$ cat config.mk
export PLATFORM = sky130hd
export DESIGN_NAME = esb_slave
export DESIGN_NICKNAME = d
export VERILOG_FILES = /design/src/esb_pkg.sv /design/src/esb_line_if.sv /design/src/esb_slave.sv /design/src/esb_glitch_filter.sv
export SDC_FILE = /design/constraint.sdc
export NUM_CORES = 2
export LEC_CHECK = 0
export ABC_AREA = 1
export ABC_CLOCK_PERIOD_IN_PS = 5400
export BUFFER_PORTS_ARGS = -buffer_cell sky130_fd_sc_hd__buf_4
export CORE_MARGIN = 4
export CORE_UTILIZATION = 37
export CTS_CLUSTER_DIAMETER = 40
export CTS_CLUSTER_SIZE = 10
export DETAILED_ROUTE_END_ITERATION = 12
export MAX_ROUTING_LAYER = met4
export SLEW_MARGIN = 30
export SYNTH_ARGS = -nofsm -noshare
export SYNTH_HDL_FRONTEND = slang
export SYNTH_HIERARCHICAL = 1
export SYNTH_SLANG_ARGS = --single-unit
$ cat constraint.sdc
create_clock -name clock_in -period 5.4 [get_ports clock_in]
set_input_delay 0.54 -clock clock_in [delete_from_list [all_inputs] [get_ports clock_in]]
set_output_delay 0.54 -clock clock_in [all_outputs]
set_load 0.005 [all_outputs]
$ cat src/esb_pkg.sv
// Constants and types shared by the serial memory bus slave
package esb_pkg;
  localparam int CLK_PERIOD_NS = 8;
  localparam int GLITCH_NS = 100;
  // Stable time needed strictly beyond the glitch width
  localparam int GLITCH_CYCLES = (GLITCH_NS + CLK_PERIOD_NS) / CLK_PERIOD_NS;
  localparam int POWERUP_US = 1000;
  localparam int POWERUP_CYCLES = POWERUP_US * 1000 / CLK_PERIOD_NS;
  localparam int WRITE_US = 5000;
  localparam int WRITE_CYCLES = WRITE_US * 1000 / CLK_PERIOD_NS;
  localparam logic [3:0] MEM_PREAMBLE = 4'ha;
  localparam logic [7:0] MEM_RESET_VALUE = 8'hff;
  localparam logic [3:0] LAST_BIT = 4'h8;
  localparam int MEM_DEPTH = 256;
  localparam int PAGE_DEPTH = 16;
  typedef enum logic [2:0] {
    ESB_IDLE, ESB_ADDR, ESB_ADDR_ACK, ESB_RX, ESB_RX_ACK, ESB_TX, ESB_MASTER_ACK
  } esb_state_t;
endpackage

$ cat src/esb_line_if.sv
// Filtered bus line levels passed from the input filter to the protocol engine
`timescale 1ns/10ps
interface esb_line_if;
  logic scl;
  logic sda;
  modport src (output scl, output sda);
  modport dst (input scl, input sda);
endinterface

$ cat src/esb_slave.sv
// Two-wire serial memory bus slave with power-up and programming timers
`timescale 1ns/10ps
module esb_slave
  import esb_pkg::*;
#(
  parameter int POWERUP_CNT = POWERUP_CYCLES,
  parameter int WRITE_CNT = WRITE_CYCLES
) (
  // Clock and reset
  input wire logic clock_in,
  input wire logic reset_in,
  // Supply monitor level, asynchronous
  input wire logic supply_ok_in,
  // Straps and write protect, pulled low outside when undriven
  input wire logic select_bit_0_in,
  input wire logic select_bit_1_in,
  input wire logic select_bit_2_in,
  input wire logic write_protect_in,
  // Bus pins; clock is input only
  input wire logic scl_in,
  input wire logic sda_in,
  output logic sda_out,
  output logic sda_oe_out,
  // Status
  output logic ready_out,
  output logic busy_out
);
  esb_line_if line ();
  logic [1:0] sup_sync;
  logic [2:0] sel_meta;
  logic [2:0] sel_sync;
  logic wp_meta;
  logic wp_sync;
  logic scl_d;
  logic sda_d;
  logic scl_rise;
  logic scl_fall;
  logic start_ev;
  logic stop_ev;
  logic powered;
  esb_state_t state;
  esb_state_t next_state;
  logic [3:0] bit_cnt;
  logic [3:0] next_bit_cnt;
  logic [7:0] shreg;
  logic [7:0] next_shreg;
  logic rw;
  logic next_rw;
  logic have_word;
  logic next_have_word;
  logic [7:0] ptr;
  logic [7:0] next_ptr;
  logic oe;
  logic next_oe;
  logic [19:0] pu_cnt;
  logic [19:0] next_pu_cnt;
  logic ready;
  logic next_ready;
  logic [19:0] wr_cnt;
  logic [19:0] next_wr_cnt;
  logic busy;
  logic next_busy;
  logic [15:0] pvalid;
  logic [15:0] next_pvalid;
  logic [3:0] page;
  logic [3:0] next_page;
  logic buf_we;
  logic commit;
  logic [7:0] mem [MEM_DEPTH];
  logic [7:0] pbuf [PAGE_DEPTH];

  // Address byte match against preamble and straps
  function automatic logic addr_match(input logic [7:0] b, input logic [2:0] sel);
    addr_match = (b[7:4] == MEM_PREAMBLE) && (b[3:1] == sel);
  endfunction

  esb_glitch_filter u_filter (
    .clock_in(clock_in),
    .reset_in(reset_in),
    .scl_in(scl_in),
    .sda_in(sda_in),
    .line(line.src)
  );

  // Pin level synchronisers for supply, straps and write protect
  always_ff @(posedge clock_in) begin
    if (reset_in) begin
      sup_sync <= 2'h0;
      sel_meta <= 3'h0;
      sel_sync <= 3'h0;
      wp_meta <= 1'b0;
      wp_sync <= 1'b0;
      scl_d <= 1'b1;
      sda_d <= 1'b1;
    end else begin
      sup_sync <= {sup_sync[0], supply_ok_in};
      sel_meta <= {select_bit_2_in, select_bit_1_in, select_bit_0_in};
      sel_sync <= sel_meta;
      wp_meta <= write_protect_in;
      wp_sync <= wp_meta;
      scl_d <= line.scl;
      sda_d <= line.sda;
    end
  end

  // Edge and condition detection on filtered levels
  assign powered = sup_sync[1];
  assign scl_rise = line.scl && !scl_d;
  assign scl_fall = !line.scl && scl_d;
  assign start_ev = line.scl && scl_d && sda_d && !line.sda;
  assign stop_ev = line.scl && scl_d && !sda_d && line.sda;

  // Power-up ready timer and programming timer
  always_comb begin
    next_pu_cnt = pu_cnt;
    next_ready = ready;
    next_busy = busy;
    next_wr_cnt = wr_cnt;
    if (!powered) begin
      next_pu_cnt = 20'h0;
      next_ready = 1'b0;
      next_busy = 1'b0;
      next_wr_cnt = 20'h0;
    end else begin
      if (!ready) begin
        if (pu_cnt == 20'(POWERUP_CNT - 1)) begin
          next_ready = 1'b1;
        end else begin
          next_pu_cnt = pu_cnt + 20'h1;
        end
      end
      if (commit) begin
        next_busy = 1'b1;
        next_wr_cnt = 20'h0;
      end else if (busy) begin
        if (wr_cnt == 20'(WRITE_CNT - 1)) begin
          next_busy = 1'b0;
        end else begin
          next_wr_cnt = wr_cnt + 20'h1;
        end
      end
    end
  end

  always_ff @(posedge clock_in) begin
    if (reset_in) begin
      pu_cnt <= 20'h0;
      ready <= 1'b0;
      busy <= 1'b0;
      wr_cnt <= 20'h0;
    end else begin
      pu_cnt <= next_pu_cnt;
      ready <= next_ready;
      busy <= next_busy;
      wr_cnt <= next_wr_cnt;
    end
  end

  // Protocol engine
  always_comb begin
    next_state = state;
    next_bit_cnt = bit_cnt;
    next_shreg = shreg;
    next_rw = rw;
    next_have_word = have_word;
    next_ptr = ptr;
    next_oe = oe;
    next_pvalid = pvalid;
    next_page = page;
    buf_we = 1'b0;
    commit = 1'b0;
    if (!powered || !ready) begin
      next_state = ESB_IDLE;
      next_oe = 1'b0;
      next_pvalid = 16'h0;
    end else if (start_ev) begin
      next_state = ESB_ADDR;
      next_bit_cnt = 4'h0;
      next_oe = 1'b0;
    end else if (stop_ev) begin
      next_state = ESB_IDLE;
      next_oe = 1'b0;
      next_have_word = 1'b0;
      next_pvalid = 16'h0;
      commit = (pvalid != 16'h0);
    end else begin
      unique case (state)
        ESB_IDLE: begin
          next_oe = 1'b0;
        end
        ESB_ADDR: begin
          if (scl_rise) begin
            next_shreg = {shreg[6:0], line.sda};
            next_bit_cnt = bit_cnt + 4'h1;
          end else if (scl_fall && bit_cnt == LAST_BIT) begin
            if (addr_match(shreg, sel_sync) && !busy) begin
              next_state = ESB_ADDR_ACK;
              next_oe = 1'b1;
              next_rw = shreg[0];
            end else begin
              next_state = ESB_IDLE;
            end
          end
        end
        ESB_ADDR_ACK: begin
          if (scl_fall) begin
            next_bit_cnt = 4'h0;
            if (rw) begin
              next_state = ESB_TX;
              next_shreg = mem[ptr];
              next_oe = !mem[ptr][7];
            end else begin
              next_state = ESB_RX;
              next_oe = 1'b0;
              next_have_word = 1'b0;
            end
          end
        end
        ESB_RX: begin
          if (scl_rise) begin
            next_shreg = {shreg[6:0], line.sda};
            next_bit_cnt = bit_cnt + 4'h1;
          end else if (scl_fall && bit_cnt == LAST_BIT) begin
            next_state = ESB_RX_ACK;
            next_oe = 1'b1;
            if (!have_word) begin
              next_ptr = shreg;
              next_have_word = 1'b1;
            end else if (!wp_sync) begin
              buf_we = 1'b1;
              next_page = ptr[7:4];
              next_pvalid[ptr[3:0]] = 1'b1;
              next_ptr = {ptr[7:4], ptr[3:0] + 4'h1};
            end else begin
              next_ptr = {ptr[7:4], ptr[3:0] + 4'h1};
            end
          end
        end
        ESB_RX_ACK: begin
          if (scl_fall) begin
            next_state = ESB_RX;
            next_oe = 1'b0;
            next_bit_cnt = 4'h0;
          end
        end
        ESB_TX: begin
          if (scl_rise) begin
            next_bit_cnt = bit_cnt + 4'h1;
          end else if (scl_fall) begin
            if (bit_cnt == LAST_BIT) begin
              next_state = ESB_MASTER_ACK;
              next_oe = 1'b0;
              next_ptr = ptr + 8'h1;
            end else begin
              next_shreg = {shreg[6:0], 1'b0};
              next_oe = !shreg[6];
            end
          end
        end
        ESB_MASTER_ACK: begin
          if (scl_rise && line.sda) begin
            next_state = ESB_IDLE;
          end else if (scl_fall) begin
            next_state = ESB_TX;
            next_bit_cnt = 4'h0;
            next_shreg = mem[ptr];
            next_oe = !mem[ptr][7];
          end
        end
        // Unused state code falls back to idle
        default: next_state = ESB_IDLE;
      endcase
    end
  end

  always_ff @(posedge clock_in) begin
    if (reset_in) begin
      state <= ESB_IDLE;
      bit_cnt <= 4'h0;
      shreg <= 8'h0;
      rw <= 1'b0;
      have_word <= 1'b0;
      ptr <= 8'h0;
      oe <= 1'b0;
      pvalid <= 16'h0;
      page <= 4'h0;
    end else begin
      state <= next_state;
      bit_cnt <= next_bit_cnt;
      shreg <= next_shreg;
      rw <= next_rw;
      have_word <= next_have_word;
      ptr <= next_ptr;
      oe <= next_oe;
      pvalid <= next_pvalid;
      page <= next_page;
    end
  end

  // Page buffer load
  always_ff @(posedge clock_in) begin
    if (buf_we) begin
      pbuf[ptr[3:0]] <= shreg;
    end
  end

  // Memory array, delivered erased; committed page written at STOP
  always_ff @(posedge clock_in) begin
    if (reset_in) begin
      for (int i = 0; i < MEM_DEPTH; i++) begin
        mem[i] <= MEM_RESET_VALUE;
      end
    end else if (commit) begin
      for (int j = 0; j < PAGE_DEPTH; j++) begin
        if (pvalid[j]) begin
          mem[{page, 4'(j)}] <= pbuf[j];
        end
      end
    end
  end

  // Open drain data pin; clock pin never driven
  assign sda_out = 1'b0;
  assign sda_oe_out = oe;
  assign ready_out = ready;
  assign busy_out = busy;
endmodule

$ cat src/esb_glitch_filter.sv
// Synchroniser and glitch filter for the serial clock and data inputs
`timescale 1ns/10ps
module esb_glitch_filter
  import esb_pkg::*;
(
  // Clock and reset
  input wire logic clock_in,
  input wire logic reset_in,
  // Raw bus pins
  input wire logic scl_in,
  input wire logic sda_in,
  // Filtered levels
  esb_line_if.src line
);
  logic [1:0] meta;
  logic [1:0] synced;
  logic [1:0] level;
  logic [1:0] next_level;
  logic [3:0] cnt [2];
  logic [3:0] next_cnt [2];

  // Two stage synchroniser, first stage read only by the second
  always_ff @(posedge clock_in) begin
    if (reset_in) begin
      meta <= 2'h3;
      synced <= 2'h3;
    end else begin
      meta <= {sda_in, scl_in};
      synced <= meta;
    end
  end

  // A new level is accepted only after it has held longer than a glitch
  always_comb begin
    for (int i = 0; i < 2; i++) begin
      next_level[i] = level[i];
      next_cnt[i] = 4'h0;
      if (synced[i] != level[i]) begin
        if (cnt[i] == 4'(GLITCH_CYCLES - 1)) begin
          next_level[i] = synced[i];
        end else begin
          next_cnt[i] = cnt[i] + 4'h1;
        end
      end
    end
  end

  always_ff @(posedge clock_in) begin
    if (reset_in) begin
      level <= 2'h3;
      cnt[0] <= 4'h0;
      cnt[1] <= 4'h0;
    end else begin
      level <= next_level;
      cnt[0] <= next_cnt[0];
      cnt[1] <= next_cnt[1];
    end
  end

  assign line.scl = level[0];
  assign line.sda = level[1];
endmodule

# Word level (Yosys, flattened, before mapping)
# Memories as Yosys holds them, arrays and structs flattened.
# Index checks and enable logic that the tools add are counted.
# totals
elab_cells	376
memories	3
out_inout_bits	4
inputBits	9
ramBits	2184
register_bits	106
# mem_list
name	depth	word_bits	rd	rd_ports_with_merged_regs	wr	line_no	rtl
mem	256	8	1	0	256	esb_slave.sv:69	logic [7:0] mem [MEM_DEPTH];
pbuf	16	8	16	0	1	esb_slave.sv:70	logic [7:0] pbuf [PAGE_DEPTH];
u_filter.cnt	2	4	2	0	2	esb_glitch_filter.sv:19	logic [3:0] cnt [2];
# classes
mux	203
n_lt_le_gt_ge	2
bitwise_logic	13
reduce_logical	70
n_eq_ne	52
add_sub_neg	7
# op_table
op	n
8-bit 2-to-1 mux	46
8-bit OR reduction	16
1-bit 2-to-1 mux	120
16-bit 2-to-1 mux	6
4-bit 2-to-1 mux	11
20-bit by 1-bit adder with 20-bit output (second input constant)	2
3-bit 2-to-1 mux	12
4-bit inequality test (second input constant)	9
2-bit inequality test (second input constant)	16
8-bit case mux with 4 select lines	1
12-bit AND reduction	2
11-bit AND reduction	2
3-bit inequality test (second input constant)	7
3-bit case mux with 7 select lines	1
20-bit by 17-bit == test with 1-bit output (second input constant)	1
20-bit == test (second input constant)	1
4-bit by 1-bit adder with 4-bit output (second input constant)	4
4-bit == test (second input constant)	4
16-bit bitwise OR	1
8-bit case mux with 2 select lines	1
16-bit nonzero test	1
7-bit AND reduction	2
1-bit logical AND	12
4-bit case mux with 3 select lines	1
33 further kinds	68

# Logic depth before layout (Yosys ltp)
# depth
ltp_word	11
mapped_depth	19
depth_no_buf	16

# Modules after synthesis
# Netlist, hierarchy kept.
# by_module_without_submodules
mod	n_inst	seq_area_each_um2	cells_each	area_each_um2
esb_slave	1	67344.6	10466	102787.3
esb_glitch_filter	1	280.3	63	543.0

# Least setup slack after synthesis
# No wires, ideal clock.
# synth_path
kind	reg2reg
from	register u_filter.level[1]
to	memory mem[117][0] (enable)
path_slack_ps	2739
required_time_ps	5016
setup_time_ps	384
synth_period_minus_slack_ps	2661
n_path_buf	2
stages_incl_launch_ff	9
arrival_time_ps	2277
cell_sequence	dfxtp_1 > inv_1 > nor3_2 > o41ai_4 > buf_2 > nor3_1 > inv_1 > buf_2 > o21ai_0
# synth_lines
element	line_no	rtl
start: declaration	esb_glitch_filter.sv:17	logic [1:0] level;
start signal: assignment	esb_glitch_filter.sv:54	level <= next_level;
end: declaration	esb_slave.sv:69	

# Final worst setup path
# layout_path
from	register ptr[2]
to	register oe (netlist: sda_oe_out)
# layout_via
elab_chain_cells	5
word_cells_on_any_way	7
cone_classes	5 x mux; 1 x reduce/logical; 1 x memory
# layout_rtl
element	line_no	rtl
start: declaration	esb_slave.sv:51	logic [7:0] ptr;
start signal: assignment	esb_slave.sv:293	ptr <= next_ptr;
memory read 256 x 8 bit (*)	-	
1-bit zero test (*)	esb_slave.sv:211, esb_slave.sv:267	
1-bit 2-to-1 mux, on equally long branches	esb_slave.sv:263, esb_slave.sv:208	
1-bit 2-to-1 mux, on equally long branches	esb_slave.sv:261, esb_slave.sv:206	
1-bit case mux with 7 select lines (*)	esb_slave.sv:187	unique case (state)
end signal: assignment	esb_slave.sv:294	oe <= next_oe;
end: declaration	esb_slave.sv:53	logic oe;
# Mark *: on every way between the ends. The rest lies on a longest branch, timed or not. The select of a mux whose other input is x is not followed.
# A chain may end at the register's enable or synchronous reset.

==> key figures <==
Status
  • Status: finished clean

Synthesis
  • Yosys synthesis warning count: 6
  • Post-Syn Instances: ~11000
  • Syn Nets: around 11000
  • Yosys top cell by area: edfxtp_1
  • Synthesized area per cell: 9.814 um^2
  • Cell area after synthesis: 0.1033 mm^2
  • Top cells by area, synth: edfxtp_1 63%, nand2_1 12%, o21ai_0 6.4%
  • Seq/Total Area, Yosys: 0.6545
  • Yosys top cell area share: 0.6324
  • Post-synth cell types: just over 50
  • FF+latch count, synth: 2290

Setup path
  • Worst Path Buf+Inv: 2
  • Critical Path RT: 6.26 ns
  • Crit-path max FO: 14
  • Startpoint Class: flop
  • Crit path launch: ptr[2]$_SDFFE_PP0P_
  • Crit path DAT: 5.26 ns
  • Cells along the critical path: inv_1 -> nor2_4 -> clkinv_1 -> a21oi_2 -> nor2_1 -> nand2_1 -> nand3_1 -> nand3_1 -> nand3_1 -> nand3_1 -> nand2_1 -> nand2_1 -> a21oi_1
  • CP delay by family, top: simple AND/OR/NAND/NOR gates
  • RR Startpoint: ptr[2]$_SDFFE_PP0P_
  • Slowest-stage cell, CP: nor2_4
  • Critical path class: reg -> reg
  • Most frequent CP cell: nand3_1
  • Worst Setup End Kind: flop
  • Max incr delay on CP: 0.77 ns

GRT
  • Grt met2 use: 0.4305
  • GRT Overall Usage: 0.2999
  • Global-route wire length before repair: 591.2 mm
  • GR Util met3: 0.08586
  • Grt total ovfl: 0
  • Initial antenna violation count: 23
  • Met1 GRT Util: 0.3695
  • Largest net degree at the start of global routing: 155
  • Gr busiest metal: met2
  • Vias in the first global route: 78560

Floorplan
  • Initial Utilization: 0.3727
  • Die W: 536.5 um
  • IO Count: 13
  • Die Area: ~0.29 mm^2
  • Rows: 193
  • Placeable core area: 0.2772 mm^2
  • Die H: 536.5 um

Clock tree
  • CTS clock-pin slew for the worst setup and hold paths: 0.05 ns
  • Max clock buf depth: 4
  • CTS tree: done
  • Clk Latency, worst-skew pair: 1.00 ns
  • Root buf cell: clkbuf_16
  • Total CTS buffers: ~350
  • H-tree lvl count: 5
  • Setup bufs post-CTS: 0
  • Post-CTS Hold Buffers: 13
  • CTS resizes: 0
  • CTS Sinks: approximately 2300

Timing
  • Hold Vio Cnt, Final: 0
  • Clock skew: slightly below 0.1 ns
  • Final period util: 0.8135
  • Setup TNS: 0 ns
  • Slew headroom: 0.2444
  • RSZ-0062 raised after global routing: no
  • Worst slew pin tran: 1.133 ns
  • Pins Over Slew Limit: 0
  • Final min period: 4.393 ns
  • Maximum clock frequency: 0.2276 GHz
  • Final setup vio count: 0

Placement
  • Final HPWL DP: approximately 290 mm
  • DP Area: 0.1073 mm^2
  • PortBufs: 11
  • Gpl congestion: 1.140

Final layout
  • Most common cell after layout, fill and taps aside: nand2_1
  • Area growth, synth to finish: 14.57%
  • Filler cells: 26620
  • Final net count: between 10000 and 15000
  • Layout cells sized above 1: 0.09000
  • Design Area, Final: 0.1184 mm^2
  • Seq. cell area: 0.06764 mm^2
  • Final core utilization: 0.4271
  • Most frequent cells in the layout: 3210 x nand2_1, 2176 x edfxtp_1, 1632 x nor2_1
  • Multi-input logic area: 0.03122 mm^2

Flow run
  • Max Cap Violations: 0

Drt
  • Vias/cell: between 5 and 6
  • DRC: 0
  • Final ANT Viol Nets: 0
  • First drt pass iteration count: 7
  • Final wirelength: between 400 and 500 mm
  • DRT iter0 DRCs: between 10000 and 15000
  • WL/cell: between 20 and 30 um
  • Total number of vias: 83680

Power
  • Pwr Density: roughly 350 mW/mm^2
  • Worst vdd ir: approximately 0.35 mV
  • Leakage power: 34.99 nW

Min path
  • Hold path startpoint: sda_in
  • Hold WC Path Type: in -> reg
==> Yosys cell counts, drive strengths merged <==
cell type and n:
o211ai 3, o31ai 1, o2bb2ai 1, a221oi 3, a211oi 6, nor3 67
or2 8, nand3 199, clkbuf 427, o21a 2, nand4 94, o211a 1
a31oi 3, edfxtp 2176, buf 258, a2111oi 1, o21ai 1361, nand2 3211
conb 1, clkinv 7, nor3b 4, xnor2 6, nand3b 2, o22ai 229
inv 412, a21boi 1, dfxtp 114, nor4 15, nor2 1763, nor4b 1
xor2 13, o21bai 1, ha 12, o2111ai 1, o41ai 1, a21oi 124
==> area by class of cell <==
type | count | share of cell area
Antenna cell | 21 | 0.0004439
Clock inverter | 172 | 0.01554
Sequential cell | 2290 | 0.5713
Tap cell | 3705 | 0.03916
Inverter | 419 | 0.01355
Timing Repair Buffer | 272 | 0.01985
Clock buffer | 401 | 0.07646
Multi-Input combinational cell | 7135 | 0.2637
==> layer usage <==
layer  vias up  wire length, um
met1     40890           154600
met5         -                0
met4         0            35210
li1      35570                -
met2      5978           183500
met3      1245            57590
==> state kept, by name, summed over array words and instances, names as in the netlist, 3 cells and up <==
register,flops
page,4
sel_meta,3
wr_cnt,20
pu_cnt,20
bit_cnt,4
sel_sync,3
state,3
u_filter/cnt,8
mem,2048
shreg,8
pbuf,128
pvalid,16
ptr,8
==> logic make-up after synthesis <==
group	Yosys count	synth area share
adders and majority gates	12	0.001453
buffers and inverters	1104	0.04438
xor gates and xnor gates	19	0.001610
AOI/OAI and AO/OA	1739	0.08790
DFF	2290	0.6545
other	1	0.00003629
and+or+nand+nor	5364	0.2102
==> final timing paths <==
check,end,cells after the start,slack (ns)
worst max-delay path,sda_oe_out$_SDFFE_PP0P_,13,1.01
worst min-delay path,u_filter/meta[1]$_SDFF_PP1_,3,0.27
worst max register to register,sda_oe_out$_SDFFE_PP0P_,13,1.01
worst min register to register,u_filter/synced[1]$_SDFF_PP1_,1,0.40
==> worst reg2reg max path, stage by stage, from the launching register on <==
cell	delay, ns
dfxtp_1	0.52
inv_1	0.20
nor2_4	0.77
clkinv_1	0.80
a21oi_2	0.78
nor2_1	0.14
nand2_1	0.20
nand3_1	0.10
nand3_1	0.09
nand3_1	0.17
nand3_1	0.23
nand2_1	0.12
nand2_1	0.08
a21oi_1	0.06
==> metrics by stage <==
stage	worst slack, ns	cells	hold WS (ns)	power, W
after floorplan	2.739	10530	0.3883	0.02030
after global placement	0.9496	13810	0.3949	0.02051
after detailed placement	1.038	13810	0.3970	0.02054
after CTS	1.002	14390	0.2231	0.04181
after global routing	0.9796	14410	0.2685	0.04269
final	1.007	14420	0.2745	0.04177
==> power by group <==
group / switching, W / leakage [nW] / internal, W
sequential: 0.0000635 / 17.6 / 0.0196
combinational: 0.000483 / 12.1 / 0.0000863
clock: 0.00804 / 5.28 / 0.0135
No activity file was read; power rests on OpenSTA's default activity.
